[config.mk]
export PLATFORM = sky130hd
export DESIGN_NAME = rsfr_supervisor
export DESIGN_NICKNAME = d
export VERILOG_FILES = /design/src/hw/rsfr_pkg.sv /design/src/hw/rsfr_sync.sv /design/src/hw/rsfr_deglitch.sv /design/src/hw/rsfr_supervisor.sv
export VERILOG_INCLUDE_DIRS = /design/src /design/src/hw
export SDC_FILE = /design/constraint.sdc
export NUM_CORES = 1
export LEC_CHECK = 0
export BUFFER_PORTS_ARGS = -buffer_cell sky130_fd_sc_hd__buf_2
export CAP_MARGIN = 40
export CORE_MARGIN = 8
export CORE_UTILIZATION = 55
export DETAILED_ROUTE_END_ITERATION = 8
export GPL_ROUTABILITY_DRIVEN = 0
export PLACE_DENSITY = 0.86
export SKIP_LAST_GASP = 1
export SLEW_MARGIN = 20
export SYNTH_ARGS = -nofsm -noshare
export SYNTH_HDL_FRONTEND = slang
export SYNTH_SLANG_ARGS = --single-unit
[constraint.sdc]
create_clock -name sys_clk_in -period 3.6 [get_ports sys_clk_in]
set_clock_uncertainty 0.1 [all_clocks]
set_input_delay 0.18 -clock sys_clk_in [delete_from_list [all_inputs] [get_ports sys_clk_in]]
set_output_delay 0.18 -clock sys_clk_in [all_outputs]
set_load 0.05 [all_outputs]
[src/hw/rsfr_cfg.svh]
`ifndef RSFR_CFG_SVH
`define RSFR_CFG_SVH
// register offsets on the plain register port
`define RSFR_A_REACT 8'h00
`define RSFR_A_OFFSET 8'h01
`define RSFR_A_CHECK 8'h02
`define RSFR_A_AUXSRC 8'h03
`define RSFR_A_FLAGS 8'h04
`define RSFR_A_STATUS 8'h05
// field positions inside the registers
`define RSFR_F_REACT 11:0
`define RSFR_F_MAX 13:12
`define RSFR_F_OFS 4:0
`define RSFR_F_SRC 2:0
`define RSFR_F_FLAGS 5:0
// reset values
`define RSFR_OV_RST 2'h2
`define RSFR_UV_RST 2'h1
`define RSFR_MAX_RST 2'h1
`define RSFR_OFS_RST 5'h00
`define RSFR_SRC_RST 3'h0
`define RSFR_TALLY_INIT 4'h1
// tally maximum per selection code
`define RSFR_MAX0 4'h2
`define RSFR_MAX1 4'h6
`define RSFR_MAX2 4'h8
`define RSFR_MAX3 4'hC
// rail indices
`define RSFR_CORE 0
`define RSFR_IO 1
`define RSFR_AUX 2
// regulator switch-off indices
`define RSFR_OFF_CORE 0
`define RSFR_OFF_PRE 1
`define RSFR_OFF_LDO 2
`define RSFR_OFF_BUCK3 3
// source select codes, anything else is external
`define RSFR_SRC_PRE 3'h1
`define RSFR_SRC_LDO 3'h2
`define RSFR_SRC_BUCK3 3'h3
// clock rate in MHz and deglitch times in microseconds
`define RSFR_CLK_MHZ 25
`define RSFR_OV_DGL0_US 25
`define RSFR_OV_DGL1_US 45
`define RSFR_UV_DGL0_US 5
`define RSFR_UV_DGL1_US 15
`define RSFR_UV_DGL2_US 25
`define RSFR_UV_DGL3_US 40
`define RSFR_CYC(us) (11'((us) * `RSFR_CLK_MHZ))
`endif

[src/hw/rsfr_pkg.sv]
package rsfr_pkg;
    // reaction fields of one rail
    typedef struct packed {
        logic [1:0] uv;
        logic [1:0] ov;
    } rsfr_react_t;
    // one-time settings of one rail
    typedef struct packed {
        logic [7:0] ov_thr;
        logic [7:0] uv_thr;
        logic ov_dgl_sel;
        logic [1:0] uv_dgl_sel;
        logic pg_on_ov;
        logic pg_on_uv;
    } rsfr_rail_otp_t;
    // whole one-time configuration
    typedef struct packed {
        rsfr_rail_otp_t [2:0] rail;
        logic pg_follows_reset_sel;
        logic [2:0] io_rail_source_sel;
        logic aux_mon_en;
    } rsfr_otp_t;
    // threshold codes handed to the comparators
    typedef struct packed {
        logic [7:0] ov;
        logic [7:0] uv;
    } rsfr_thr_t;
endpackage

[src/hw/rsfr_sync.sv]
`timescale 1ns/100ps
`default_nettype none
// three-stage synchroniser, state moves when stages two and three agree
module rsfr_sync (
    input wire logic sys_clk_in,
    input wire logic rst_b_in,
    input wire logic [7:0] async_in,
    output logic [7:0] level_out
);
    logic [7:0] s1, s2, s3; // s1 only feeds s2
    logic [7:0] next_level;

    // agreement filter
    always_comb begin
        next_level = level_out;
        for (int i = 0; i < 8; i++) begin
            if (s2[i] == s3[i]) begin
                next_level[i] = s3[i];
            end
        end
    end

    // stage registers
    always_ff @(posedge sys_clk_in) begin
        if (!rst_b_in) begin
            s1 <= 8'h00;
            s2 <= 8'h00;
            s3 <= 8'h00;
            level_out <= 8'h00;
        end else begin
            s1 <= async_in;
            s2 <= s1;
            s3 <= s2;
            level_out <= next_level;
        end
    end
endmodule
`default_nettype wire

[src/hw/rsfr_deglitch.sv]
`timescale 1ns/100ps
`default_nettype none
// a detection is accepted once it held for limit_in cycles
module rsfr_deglitch (
    input wire logic sys_clk_in,
    input wire logic rst_b_in,
    input wire logic level_in,
    input wire logic enable_in,
    input wire logic [10:0] limit_in,
    output logic accepted_out
);
    logic [10:0] cnt; // persistence counter
    logic [10:0] next_cnt;
    logic next_acc;

    // count persistence, drop at once when the fault goes away
    always_comb begin
        next_cnt = cnt;
        next_acc = accepted_out;
        if (!enable_in || !level_in) begin
            next_cnt = 11'h000;
            next_acc = 1'b0;
        end else if (!accepted_out) begin
            if (cnt == limit_in - 11'h001) begin
                next_acc = 1'b1;
            end else begin
                next_cnt = cnt + 11'h001;
            end
        end
    end

    // counter registers
    always_ff @(posedge sys_clk_in) begin
        if (!rst_b_in) begin
            cnt <= 11'h000;
            accepted_out <= 1'b0;
        end else begin
            cnt <= next_cnt;
            accepted_out <= next_acc;
        end
    end
endmodule
`default_nettype wire

[src/hw/rsfr_supervisor.sv]
`timescale 1ns/100ps
`default_nettype none
`include "rsfr_cfg.svh"
module rsfr_supervisor (
    input wire logic sys_clk_in,
    input wire logic rst_b_in,
    input wire logic [7:0] reg_addr_in,
    input wire logic [15:0] reg_wdata_in,
    input wire logic reg_wr_in,
    input wire logic reg_rd_in,
    output logic [15:0] reg_rdata_out,
    input wire logic failsafe_init_phase_in,
    input wire logic safety_enable_in,
    input wire logic standby_resume_in,
    input wire logic [2:0] ov_sense_in,
    input wire logic [2:0] uv_sense_in,
    input wire rsfr_pkg::rsfr_otp_t otp_in,
    input wire logic reset_pin_in,
    output logic reset_out_n_out,
    output logic reset_oe_n_out,
    input wire logic power_good_pin_in,
    output logic power_good_out,
    output logic power_good_oe_n_out,
    output logic [3:0] reg_off_out,
    output logic [4:0] core_offset_out,
    output logic scaling_busy_out,
    output rsfr_pkg::rsfr_thr_t [2:0] thr_out,
    output logic deep_safe_state_out
);
    logic [7:0] pins; // synchronised comparator and pin levels
    logic [2:0] ov_ok, uv_ok; // accepted detections
    logic [2:0] ov_prev, uv_prev; // for new-fault edges
    logic [2:0] mon_en; // per-rail supervision enable
    logic [10:0] core_ov_cyc; // selected core overvoltage deglitch
    rsfr_pkg::rsfr_react_t [2:0] react, next_react;
    logic [1:0] max_sel, next_max_sel;
    logic [4:0] core_offset_code, next_offset_code; // pending offset
    logic [4:0] next_applied;
    logic [10:0] busy_cnt, next_busy_cnt;
    logic [2:0] aux_rail_source_reg, next_aux_src;
    logic [5:0] flags, next_flags; // {uv, ov} sticky flags
    logic [3:0] fault_tally, next_tally;
    logic next_deep;
    logic [3:0] tally_max;
    logic [2:0] rst_fault, pg_fault, new_rst;
    logic rst_assert, pg_assert;
    logic [3:0] next_off;
    logic [15:0] next_rdata;
    logic wr_init; // write allowed for init-only fields

    // pins from outside the clock domain
    rsfr_sync u_sync (
        .sys_clk_in(sys_clk_in),
        .rst_b_in(rst_b_in),
        .async_in({power_good_pin_in, reset_pin_in, uv_sense_in, ov_sense_in}),
        .level_out(pins)
    );

    // core ov deglitch also bounds the scaling transition
    assign core_ov_cyc = otp_in.rail[`RSFR_CORE].ov_dgl_sel ?
        `RSFR_CYC(`RSFR_OV_DGL1_US) : `RSFR_CYC(`RSFR_OV_DGL0_US);

    // one filter pair per rail
    genvar g;
    generate
        for (g = 0; g < 3; g++) begin : g_rail
            logic [10:0] ov_lim, uv_lim;
            always_comb begin
                ov_lim = otp_in.rail[g].ov_dgl_sel ?
                    `RSFR_CYC(`RSFR_OV_DGL1_US) : `RSFR_CYC(`RSFR_OV_DGL0_US);
                unique case (otp_in.rail[g].uv_dgl_sel)
                    2'h0: uv_lim = `RSFR_CYC(`RSFR_UV_DGL0_US);
                    2'h1: uv_lim = `RSFR_CYC(`RSFR_UV_DGL1_US);
                    2'h2: uv_lim = `RSFR_CYC(`RSFR_UV_DGL2_US);
                    2'h3: uv_lim = `RSFR_CYC(`RSFR_UV_DGL3_US);
                endcase
            end
            rsfr_deglitch u_ov (
                .sys_clk_in(sys_clk_in),
                .rst_b_in(rst_b_in),
                .level_in(pins[g]),
                .enable_in(mon_en[g]),
                .limit_in(ov_lim),
                .accepted_out(ov_ok[g])
            );
            rsfr_deglitch u_uv (
                .sys_clk_in(sys_clk_in),
                .rst_b_in(rst_b_in),
                .level_in(pins[g + 3]),
                .enable_in(mon_en[g]),
                .limit_in(uv_lim),
                .accepted_out(uv_ok[g])
            );
            // reset decision uses only the upper reaction bit
            assign rst_fault[g] = (ov_ok[g] & react[g].ov[1]) |
                (uv_ok[g] & react[g].uv[1]);
            assign new_rst[g] = (ov_ok[g] & ~ov_prev[g] & react[g].ov[1]) |
                (uv_ok[g] & ~uv_prev[g] & react[g].uv[1]);
            assign pg_fault[g] = (ov_ok[g] & otp_in.rail[g].pg_on_ov) |
                (uv_ok[g] & otp_in.rail[g].pg_on_uv) |
                (otp_in.pg_follows_reset_sel & rst_fault[g]);
        end
    endgenerate

    // supervision gating; core is masked while its rail moves
    always_comb begin
        mon_en = {3{safety_enable_in}};
        mon_en[`RSFR_AUX] = safety_enable_in & otp_in.aux_mon_en;
        mon_en[`RSFR_CORE] = safety_enable_in & (busy_cnt == 11'h000);
    end

    // pin hierarchy: pg drags reset with it, deep state holds both
    assign pg_assert = |pg_fault | deep_safe_state_out;
    assign rst_assert = |rst_fault | pg_assert;

    // configuration fields, init phase only except the aux source
    assign wr_init = reg_wr_in & failsafe_init_phase_in;
    always_comb begin
        next_react = react;
        next_max_sel = max_sel;
        next_offset_code = core_offset_code;
        next_aux_src = aux_rail_source_reg;
        if (wr_init && reg_addr_in == `RSFR_A_REACT) begin
            next_react = reg_wdata_in[`RSFR_F_REACT];
            next_max_sel = reg_wdata_in[`RSFR_F_MAX];
        end
        if (wr_init && reg_addr_in == `RSFR_A_OFFSET) begin
            next_offset_code = reg_wdata_in[`RSFR_F_OFS];
        end
        // source may be changed at any time
        if (reg_wr_in && reg_addr_in == `RSFR_A_AUXSRC) begin
            next_aux_src = reg_wdata_in[`RSFR_F_SRC];
        end
    end

    // configuration registers, defaults on power-on reset
    always_ff @(posedge sys_clk_in) begin
        if (!rst_b_in) begin
            for (int i = 0; i < 3; i++) begin
                react[i].ov <= `RSFR_OV_RST;
                react[i].uv <= `RSFR_UV_RST;
            end
            max_sel <= `RSFR_MAX_RST;
            core_offset_code <= `RSFR_OFS_RST;
            aux_rail_source_reg <= `RSFR_SRC_RST;
        end else begin
            react <= next_react;
            max_sel <= next_max_sel;
            core_offset_code <= next_offset_code;
            aux_rail_source_reg <= next_aux_src;
        end
    end

    // complement check; a mismatch leaves the rail where it was
    always_comb begin
        next_applied = core_offset_out;
        next_busy_cnt = busy_cnt;
        if (busy_cnt != 11'h000) begin
            next_busy_cnt = busy_cnt - 11'h001;
        end
        if (wr_init && reg_addr_in == `RSFR_A_CHECK &&
            reg_wdata_in[`RSFR_F_OFS] == ~core_offset_code) begin
            next_applied = core_offset_code;
            next_busy_cnt = core_ov_cyc;
        end
    end

    // scaling state
    always_ff @(posedge sys_clk_in) begin
        if (!rst_b_in) begin
            core_offset_out <= `RSFR_OFS_RST;
            busy_cnt <= 11'h000;
            scaling_busy_out <= 1'b0;
        end else begin
            core_offset_out <= next_applied;
            busy_cnt <= next_busy_cnt;
            scaling_busy_out <= next_busy_cnt != 11'h000;
        end
    end

    // sticky flags, a new detection beats a clear
    always_comb begin
        next_flags = flags;
        if (reg_wr_in && reg_addr_in == `RSFR_A_FLAGS) begin
            next_flags = flags & ~reg_wdata_in[`RSFR_F_FLAGS];
        end
        next_flags = next_flags | {uv_ok, ov_ok};
    end

    // tally maximum per selection
    always_comb begin
        unique case (max_sel)
            2'h0: tally_max = `RSFR_MAX0;
            2'h1: tally_max = `RSFR_MAX1;
            2'h2: tally_max = `RSFR_MAX2;
            2'h3: tally_max = `RSFR_MAX3;
        endcase
    end

    // fault tally; only counts while reset is released
    always_comb begin
        next_tally = fault_tally;
        next_deep = deep_safe_state_out | (fault_tally >= tally_max);
        if (standby_resume_in) begin
            next_tally = `RSFR_TALLY_INIT;
        end else if (reset_oe_n_out && fault_tally < tally_max) begin
            next_tally = fault_tally + 4'(new_rst[0]) + 4'(new_rst[1]) +
                4'(new_rst[2]);
        end
    end

    // tally, flags and edge history
    always_ff @(posedge sys_clk_in) begin
        if (!rst_b_in) begin
            fault_tally <= `RSFR_TALLY_INIT;
            deep_safe_state_out <= 1'b0;
            flags <= 6'h00;
            ov_prev <= 3'h0;
            uv_prev <= 3'h0;
        end else begin
            fault_tally <= next_tally;
            deep_safe_state_out <= next_deep;
            flags <= next_flags;
            ov_prev <= ov_ok;
            uv_prev <= uv_ok;
        end
    end

    // regulators stay off as long as the overvoltage stands
    always_comb begin
        next_off = 4'h0;
        next_off[`RSFR_OFF_CORE] = ov_ok[`RSFR_CORE];
        unique case (otp_in.io_rail_source_sel)
            `RSFR_SRC_PRE: next_off[`RSFR_OFF_PRE] = ov_ok[`RSFR_IO];
            `RSFR_SRC_LDO: next_off[`RSFR_OFF_LDO] = ov_ok[`RSFR_IO];
            `RSFR_SRC_BUCK3: next_off[`RSFR_OFF_BUCK3] = ov_ok[`RSFR_IO];
            default: ; // external feed, flag only
        endcase
        unique case (aux_rail_source_reg)
            `RSFR_SRC_PRE: next_off[`RSFR_OFF_PRE] |= ov_ok[`RSFR_AUX];
            `RSFR_SRC_LDO: next_off[`RSFR_OFF_LDO] |= ov_ok[`RSFR_AUX];
            `RSFR_SRC_BUCK3: next_off[`RSFR_OFF_BUCK3] |= ov_ok[`RSFR_AUX];
            default: ;
        endcase
    end

    // read mux, data stand for one cycle only
    always_comb begin
        next_rdata = 16'h0000;
        if (reg_rd_in) begin
            unique case (reg_addr_in)
                `RSFR_A_REACT: next_rdata = {2'h0, max_sel, react};
                `RSFR_A_OFFSET: next_rdata = {11'h000, core_offset_code};
                `RSFR_A_AUXSRC: next_rdata = {13'h0000, aux_rail_source_reg};
                `RSFR_A_FLAGS: next_rdata = {10'h000, flags};
                `RSFR_A_STATUS: next_rdata = {3'h0, core_offset_out, pins[7:6],
                    scaling_busy_out, deep_safe_state_out, fault_tally};
                default: next_rdata = 16'h0000; // check and unmapped read zero
            endcase
        end
    end

    // pin and output registers; open-drain enables are active low
    always_ff @(posedge sys_clk_in) begin
        if (!rst_b_in) begin
            reset_out_n_out <= 1'b0;
            reset_oe_n_out <= 1'b0;
            power_good_out <= 1'b0;
            power_good_oe_n_out <= 1'b0;
            reg_off_out <= 4'h0;
            thr_out <= '0;
            reg_rdata_out <= 16'h0000;
        end else begin
            reset_out_n_out <= 1'b0;
            reset_oe_n_out <= ~rst_assert;
            power_good_out <= 1'b0;
            power_good_oe_n_out <= ~pg_assert;
            reg_off_out <= next_off;
            for (int i = 0; i < 3; i++) begin
                thr_out[i].ov <= otp_in.rail[i].ov_thr;
                thr_out[i].uv <= otp_in.rail[i].uv_thr;
            end
            reg_rdata_out <= next_rdata;
        end
    end
endmodule
`default_nettype wire

* After elaboration in Yosys (flattened, before gate mapping)
Cells that the tools add are included.
Word-level totals: register bits 230, latch bits 0, bits in writable memories 0, bits in read-only memories 0, output and inout port bits 79, word-level logic and storage cells 254, memories kept 0
Operators by class: $add $sub $neg 16, $mul 0, divide/modulo/power cells 0, magnitude comparators 2, equal/unequal tests 38, shifts and indexed selects 0, mux-type cells 29, bitwise operators 73, reductions and logical operators 46
Operators with widths (count):
- $pmux W11 S4 | 3
- $sub A11 B1 Y11 const B | 7
- $pmux W14 S5 | 1
- $add A11 B1 Y11 const B | 6
- $eq A11 B11 Y1 | 6
- $mux W11 | 5
- $and A1 B1 Y1 | 30
- $reduce_bool A11 Y1 | 2
- $not A1 Y1 | 21
- $mux W1 | 18
- $or A1 B1 Y1 | 18
- $eq A2 B2 Y1 const B | 8
- $eq A8 B2 Y1 const B | 2
- $eq A8 B3 Y1 const B | 2
- $pmux W4 S4 | 1
- $reduce_and A2 Y1 | 7
- $reduce_or A2 Y1 | 7
- $add A4 B1 Y4 | 3
- $eq A3 B2 Y1 const B | 4
- $logic_not A11 Y1 | 1
- $logic_not A1 Y1 | 9
- $eq A1 B1 Y1 | 8
- $eq A2 B1 Y1 const B | 4
- $eq A8 B1 Y1 const B | 1
- other kinds (14) | 30

* Depth between registers and ports, before layout
depth after elaboration 8, mapped depth 11, mapped depth without buffers 10

* Modules after synthesis
From an unflattened synthesis, not the netlist that was laid out.
Second synthesis, totals: cell total of the unflattened synthesis 1327, area total of the unflattened synthesis 11961.5 µm²
Modules (own cells, without submodules):
- rsfr_deglitch | instances 6, cells each 119, area each 992.2 µm², seq. area each 240.2 µm²
- rsfr_supervisor | instances 1, cells each 530, area each 5047.3 µm², seq. area each 2462.4 µm²
- rsfr_sync | instances 1, cells each 83, area each 960.9 µm², seq. area each 640.6 µm²

* Worst setup path before layout
No wires, ideal clock.
path kind register to register, start point register g_rail[2].u_uv.accepted_out, end point register fault_tally[2], library setup time 0.070 ns, data arrival time 2.363 ns, required time 3.430 ns, setup slack 1.067 ns, cell stages (with the launch flop) 11, buffers on the path 1, clock period less this slack 2.533 ns, cells stage by stage dfxtp_1 -> clkbuf_1 -> nand2_1 -> o22a_1 -> fa_1 -> inv_1 -> ha_1 -> inv_1 -> fa_1 -> or3_1 -> a21oi_1
Between the ends: cells in the longest elaborated chain, start to end 4
RTL lines:
- from (decl) | RTL line rsfr_deglitch.sv:10 | output logic accepted_out
- from (signal assigned) | RTL line rsfr_deglitch.sv:39 | accepted_out <= next_acc;
- $and A1 B1 Y1 (2 in a row) | RTL line rsfr_supervisor.sv:98 | (uv_ok[g] & ~uv_prev[g] & react[g].uv[1]);
- $or A1 B1 Y1 | RTL line rsfr_supervisor.sv:97 | assign new_rst[g] = (ov_ok[g] & ~ov_prev[g] & react[g].ov[1]) |
- $add A4 B1 Y4 | RTL line rsfr_supervisor.sv:207 | next_tally = fault_tally + 4'(new_rst[0]) + 4'(new_rst[1]) +
- to (signal assigned) | RTL line rsfr_supervisor.sv:215 | fault_tally <= `RSFR_TALLY_INIT;
- to (signal assigned) | RTL line rsfr_supervisor.sv:221 | fault_tally <= next_tally;
- to (decl) | RTL line rsfr_supervisor.sv:42 | logic [3:0] fault_tally, next_tally;
Every way passes these cells. A chain may end at the register's enable or synchronous reset.

* Worst setup path in the final report
start point register g_rail[2].u_ov.accepted_out, end point register fault_tally[2]
Between the ends: cells in the longest elaborated chain, start to end 4
RTL lines (RTL line):
- from (decl) | rsfr_deglitch.sv:10
- from (signal assigned) | rsfr_deglitch.sv:39
- $and A1 B1 Y1 (2 in a row) | rsfr_supervisor.sv:97
- $or A1 B1 Y1 | rsfr_supervisor.sv:97
- $add A4 B1 Y4 | rsfr_supervisor.sv:207
Every way passes these cells.

==> key figures <==
Status
  • Status: finished, final reports clean

Yosys
  • Synth Register Bits: 227
  • Mux cell area share after synthesis: 3.319%
  • Post-synthesis compound-gate area fraction: 9.891%
  • Ys flop type: dfxtp_1
  • Largest family of logic cells by synthesized area: simple AND/OR/NAND/NOR gates
  • Top-area cell type share of the netlist area: 47.27%
  • Simple logic cell fraction of the synthesized area: 24.02%
  • Top cells by area, synth: dfxtp_1 47%, and2_1 5.4%, ha_1 4.4%
  • Post-synth EDFFs: 0
  • Post-synth top area cell: dfxtp_1
  • Sequential area share after synthesis: between 40% and 50%
  • Async SR Flop Fraction: 0%
  • Synthesized area: 0.009614 mm²
  • Netlist cell types: 68
  • Xor and xnor area share after synthesis: under 10%
  • Cell count after synthesis: 1020
  • Synth Area per Inst: between 9 and 10 µm²
  • Post-Synth Adder-Cell Area: slightly below 5%
  • YS warnings: 0

GRT
  • Initial antenna violation count: 1
  • Total congestion overflow: 0
  • All-layer global routing usage: 22.02%
  • Vias in the first global route: 8264
  • First-pass GRT wire length: 40900 µm
  • Largest net degree at the start of global routing: 56

Setup path
  • WP data required: 3.95 ns
  • Worst setup EP type: flip-flop
  • Startpoint Class: flip-flop
  • Max FO, Critical Path: 8
  • Critical path data arrival time: 2.95 ns
  • Critical path type: reg2reg

CTS
  • CTS tree: done
  • Clk_lat worst skew: 0.51 ns
  • Worst-path clk slew: 0.06 ns
  • Total CTS buffers: 23
  • TritonCTS Sinks: 227
  • CTS Buffer Depth: 3
  • PostCTS Resize Cnt: 0
  • Htree depth: 1
  • Root buffer cell: clkbuf_16

Die
  • Horiz. Die Dim: between 100 and 150 µm
  • Core region area: 0.01718 mm²
  • I/O pin count: 186
  • Row cnt: 48
  • Initial Util: 55.97%
  • Full die area: 0.02197 mm²
  • Die height: 148.2 µm

STA
  • Fin crit share: between 70% and 80%
  • Slew Limit Fails: 0
  • Setup TNS Final: 0 ns
  • Least-Margin Pin Slew: 0.8201 ns
  • Worst hold margin: 0.03930 ns
  • Setup Viol. Count Final: 0
  • Fmax: 384.1 MHz
  • Worst setup margin: 0.9966 ns
  • Slew HR: 44.87%
  • Fin. Hold Viols: 0
  • Unrepaired setup endpoints after global routing: false
  • Final min period: 2.603 ns

Power
  • Sw Ratio: around 27%
  • Clock power frac: 38.7%
  • Peak VDD IR: a little over 0.4 mV
  • Total internal power: roughly 4200 µW
  • PwrDens: 471.6 mW/mm²
  • Sequential Power Share: 46.3%
  • NetSw: 1548 µW
  • Leakage: 0.005029 µW
  • Gate power share: 15.0%

Routing
  • # DRC: 0
  • Detail Route Antenna Nets: 0
  • Routed WL per cell: 16.47 µm
  • DR vias/cell: around 5.4
  • 1st-pass router iterations: 7
  • Via count: ~8200
  • 1st-iter DRT viols: roughly 500
  • WL final: 25010 µm

Placed design
  • DPL Wire Length: 16350 µm
  • PortBufs: 179
  • Worst slack, placed: ~1.0 ns

Run
  • Max Cap Viol: 0

Layout
  • Final nets: about 1400
  • Layout Utilization: between 70 and 80%
  • Most flops, register: thr_out
  • Layout cell share with drive strength beyond 1: 18.72%
  • Syn-to-layout area delta: 27.11%
  • Largest regs: thr_out x48, g_rail.u_ov.cnt x33, g_rail.u_uv.cnt x33
  • Max reg flops: 48

Min path
  • Hold Path Class: in2reg
[placed cells by master (no fill, tap or decap), drive strengths merged, types with 6 or more instances in the layout]
master	instances
a21boi	15
a21oi	37
a22oi	18
a41oi	6
and2	83
and3	18
buf	187
clkbuf	33
dfxtp	227
dlygate4sd3	85
ha	34
inv	34
mux2	7
mux2i	24
nand2	76
nand2b	7
nand3	29
nand3b	7
nand4	32
nor2	106
nor3	12
nor3b	7
nor4	9
nor4bb	10
o21a	9
o21ai	20
or3	9
xnor2	31
xor2	48
[per-layer routing]
layer / up-vias / track usage, % / wire (µm)
li1: 4026 / - / -
met1: 3807 / 25.68 / 10260
met2: 315 / 38.36 / 11850
met3: 41 / 7.414 / 2476
met4: 0 / 4.793 / 421
met5: - / 0 / 0
[stage by stage]
step	cell area [µm²]	std cells	power [µW]
after detailed placement	10660	1391	3494
final	12220	1519	5763
after floorplan	9625	1023	3282
after global routing	12220	1519	5989
after CTS	12220	1518	5778
after global placement	10650	1389	3474
[logic make-up after synthesis]
family	Yosys count
and+or+nand+nor	427
xor gates and xnor gates	79
other	1
muxes	31
AOI/OAI and AO/OA	142
buffers and inverters	77
adders and majority gates	36
DFF	227
[worst paths after layout]
check                              startpoint        endpoint  slack, ns  cells after the start
setup / recovery  g_rail[2].u_ov.accepted_out  fault_tally[2]        1.0                      9
hold / removal                      otp_in[3]  reg_off_out[2]       0.04                      5
setup reg to reg  g_rail[2].u_ov.accepted_out  fault_tally[2]        1.0                      9
hold reg to reg                  u_sync.s1[2]    u_sync.s2[2]       0.33                      1
[critical path, cell delays in order, from the launching register on]
cell and delay, ns:
dfxtp_1 0.53, nand2_1 0.14, o22a_1 0.23, fa_1 0.43, inv_1 0.07, ha_1 0.16
inv_1 0.05, fa_1 0.36, or3_1 0.35, a21oi_1 0.13
[power by group through the flow]
stage / Clock (µW) / Combinational (µW) / Sequential [µW]
2_1_floorplan: 0 / 467 / 2810
3_3_place_gp: 0 / 758 / 2720
3_5_place_dp: 0 / 776 / 2720
4_1_cts: 2270 / 847 / 2660
5_1_grt: 2370 / 943 / 2680
6_report: 2230 / 865 / 2670
[cell type report]
type	count	area, µm²
antenna	1	2.502
inverter	33	123.9
clock inverter	9	56.30
clock buffer	33	653.1
multi-input combinational	719	4752
sequential	227	4544
tap	225	281.5
timing repair buffer	272	1807
fill	1199	4956
[timing repair]
action / 4_1_cts / 5_1_grt
hold buffers: 85 / 0
buffers inserted: 0 / 0
endpoints found under the hold margin: 96 / 0
[synthesized netlist by cell type (all sizes together) (20+ instances only)]
cell type	number
inv	33
nor2	106
xnor2	31
ha	34
clkbuf	34
nand3	29
dfxtp	227
a21oi	37
nand2	76
nand4	32
mux2i	24
o21ai	20
and2	83
xor2	48
No activity file was read; power rests on OpenSTA's default activity.
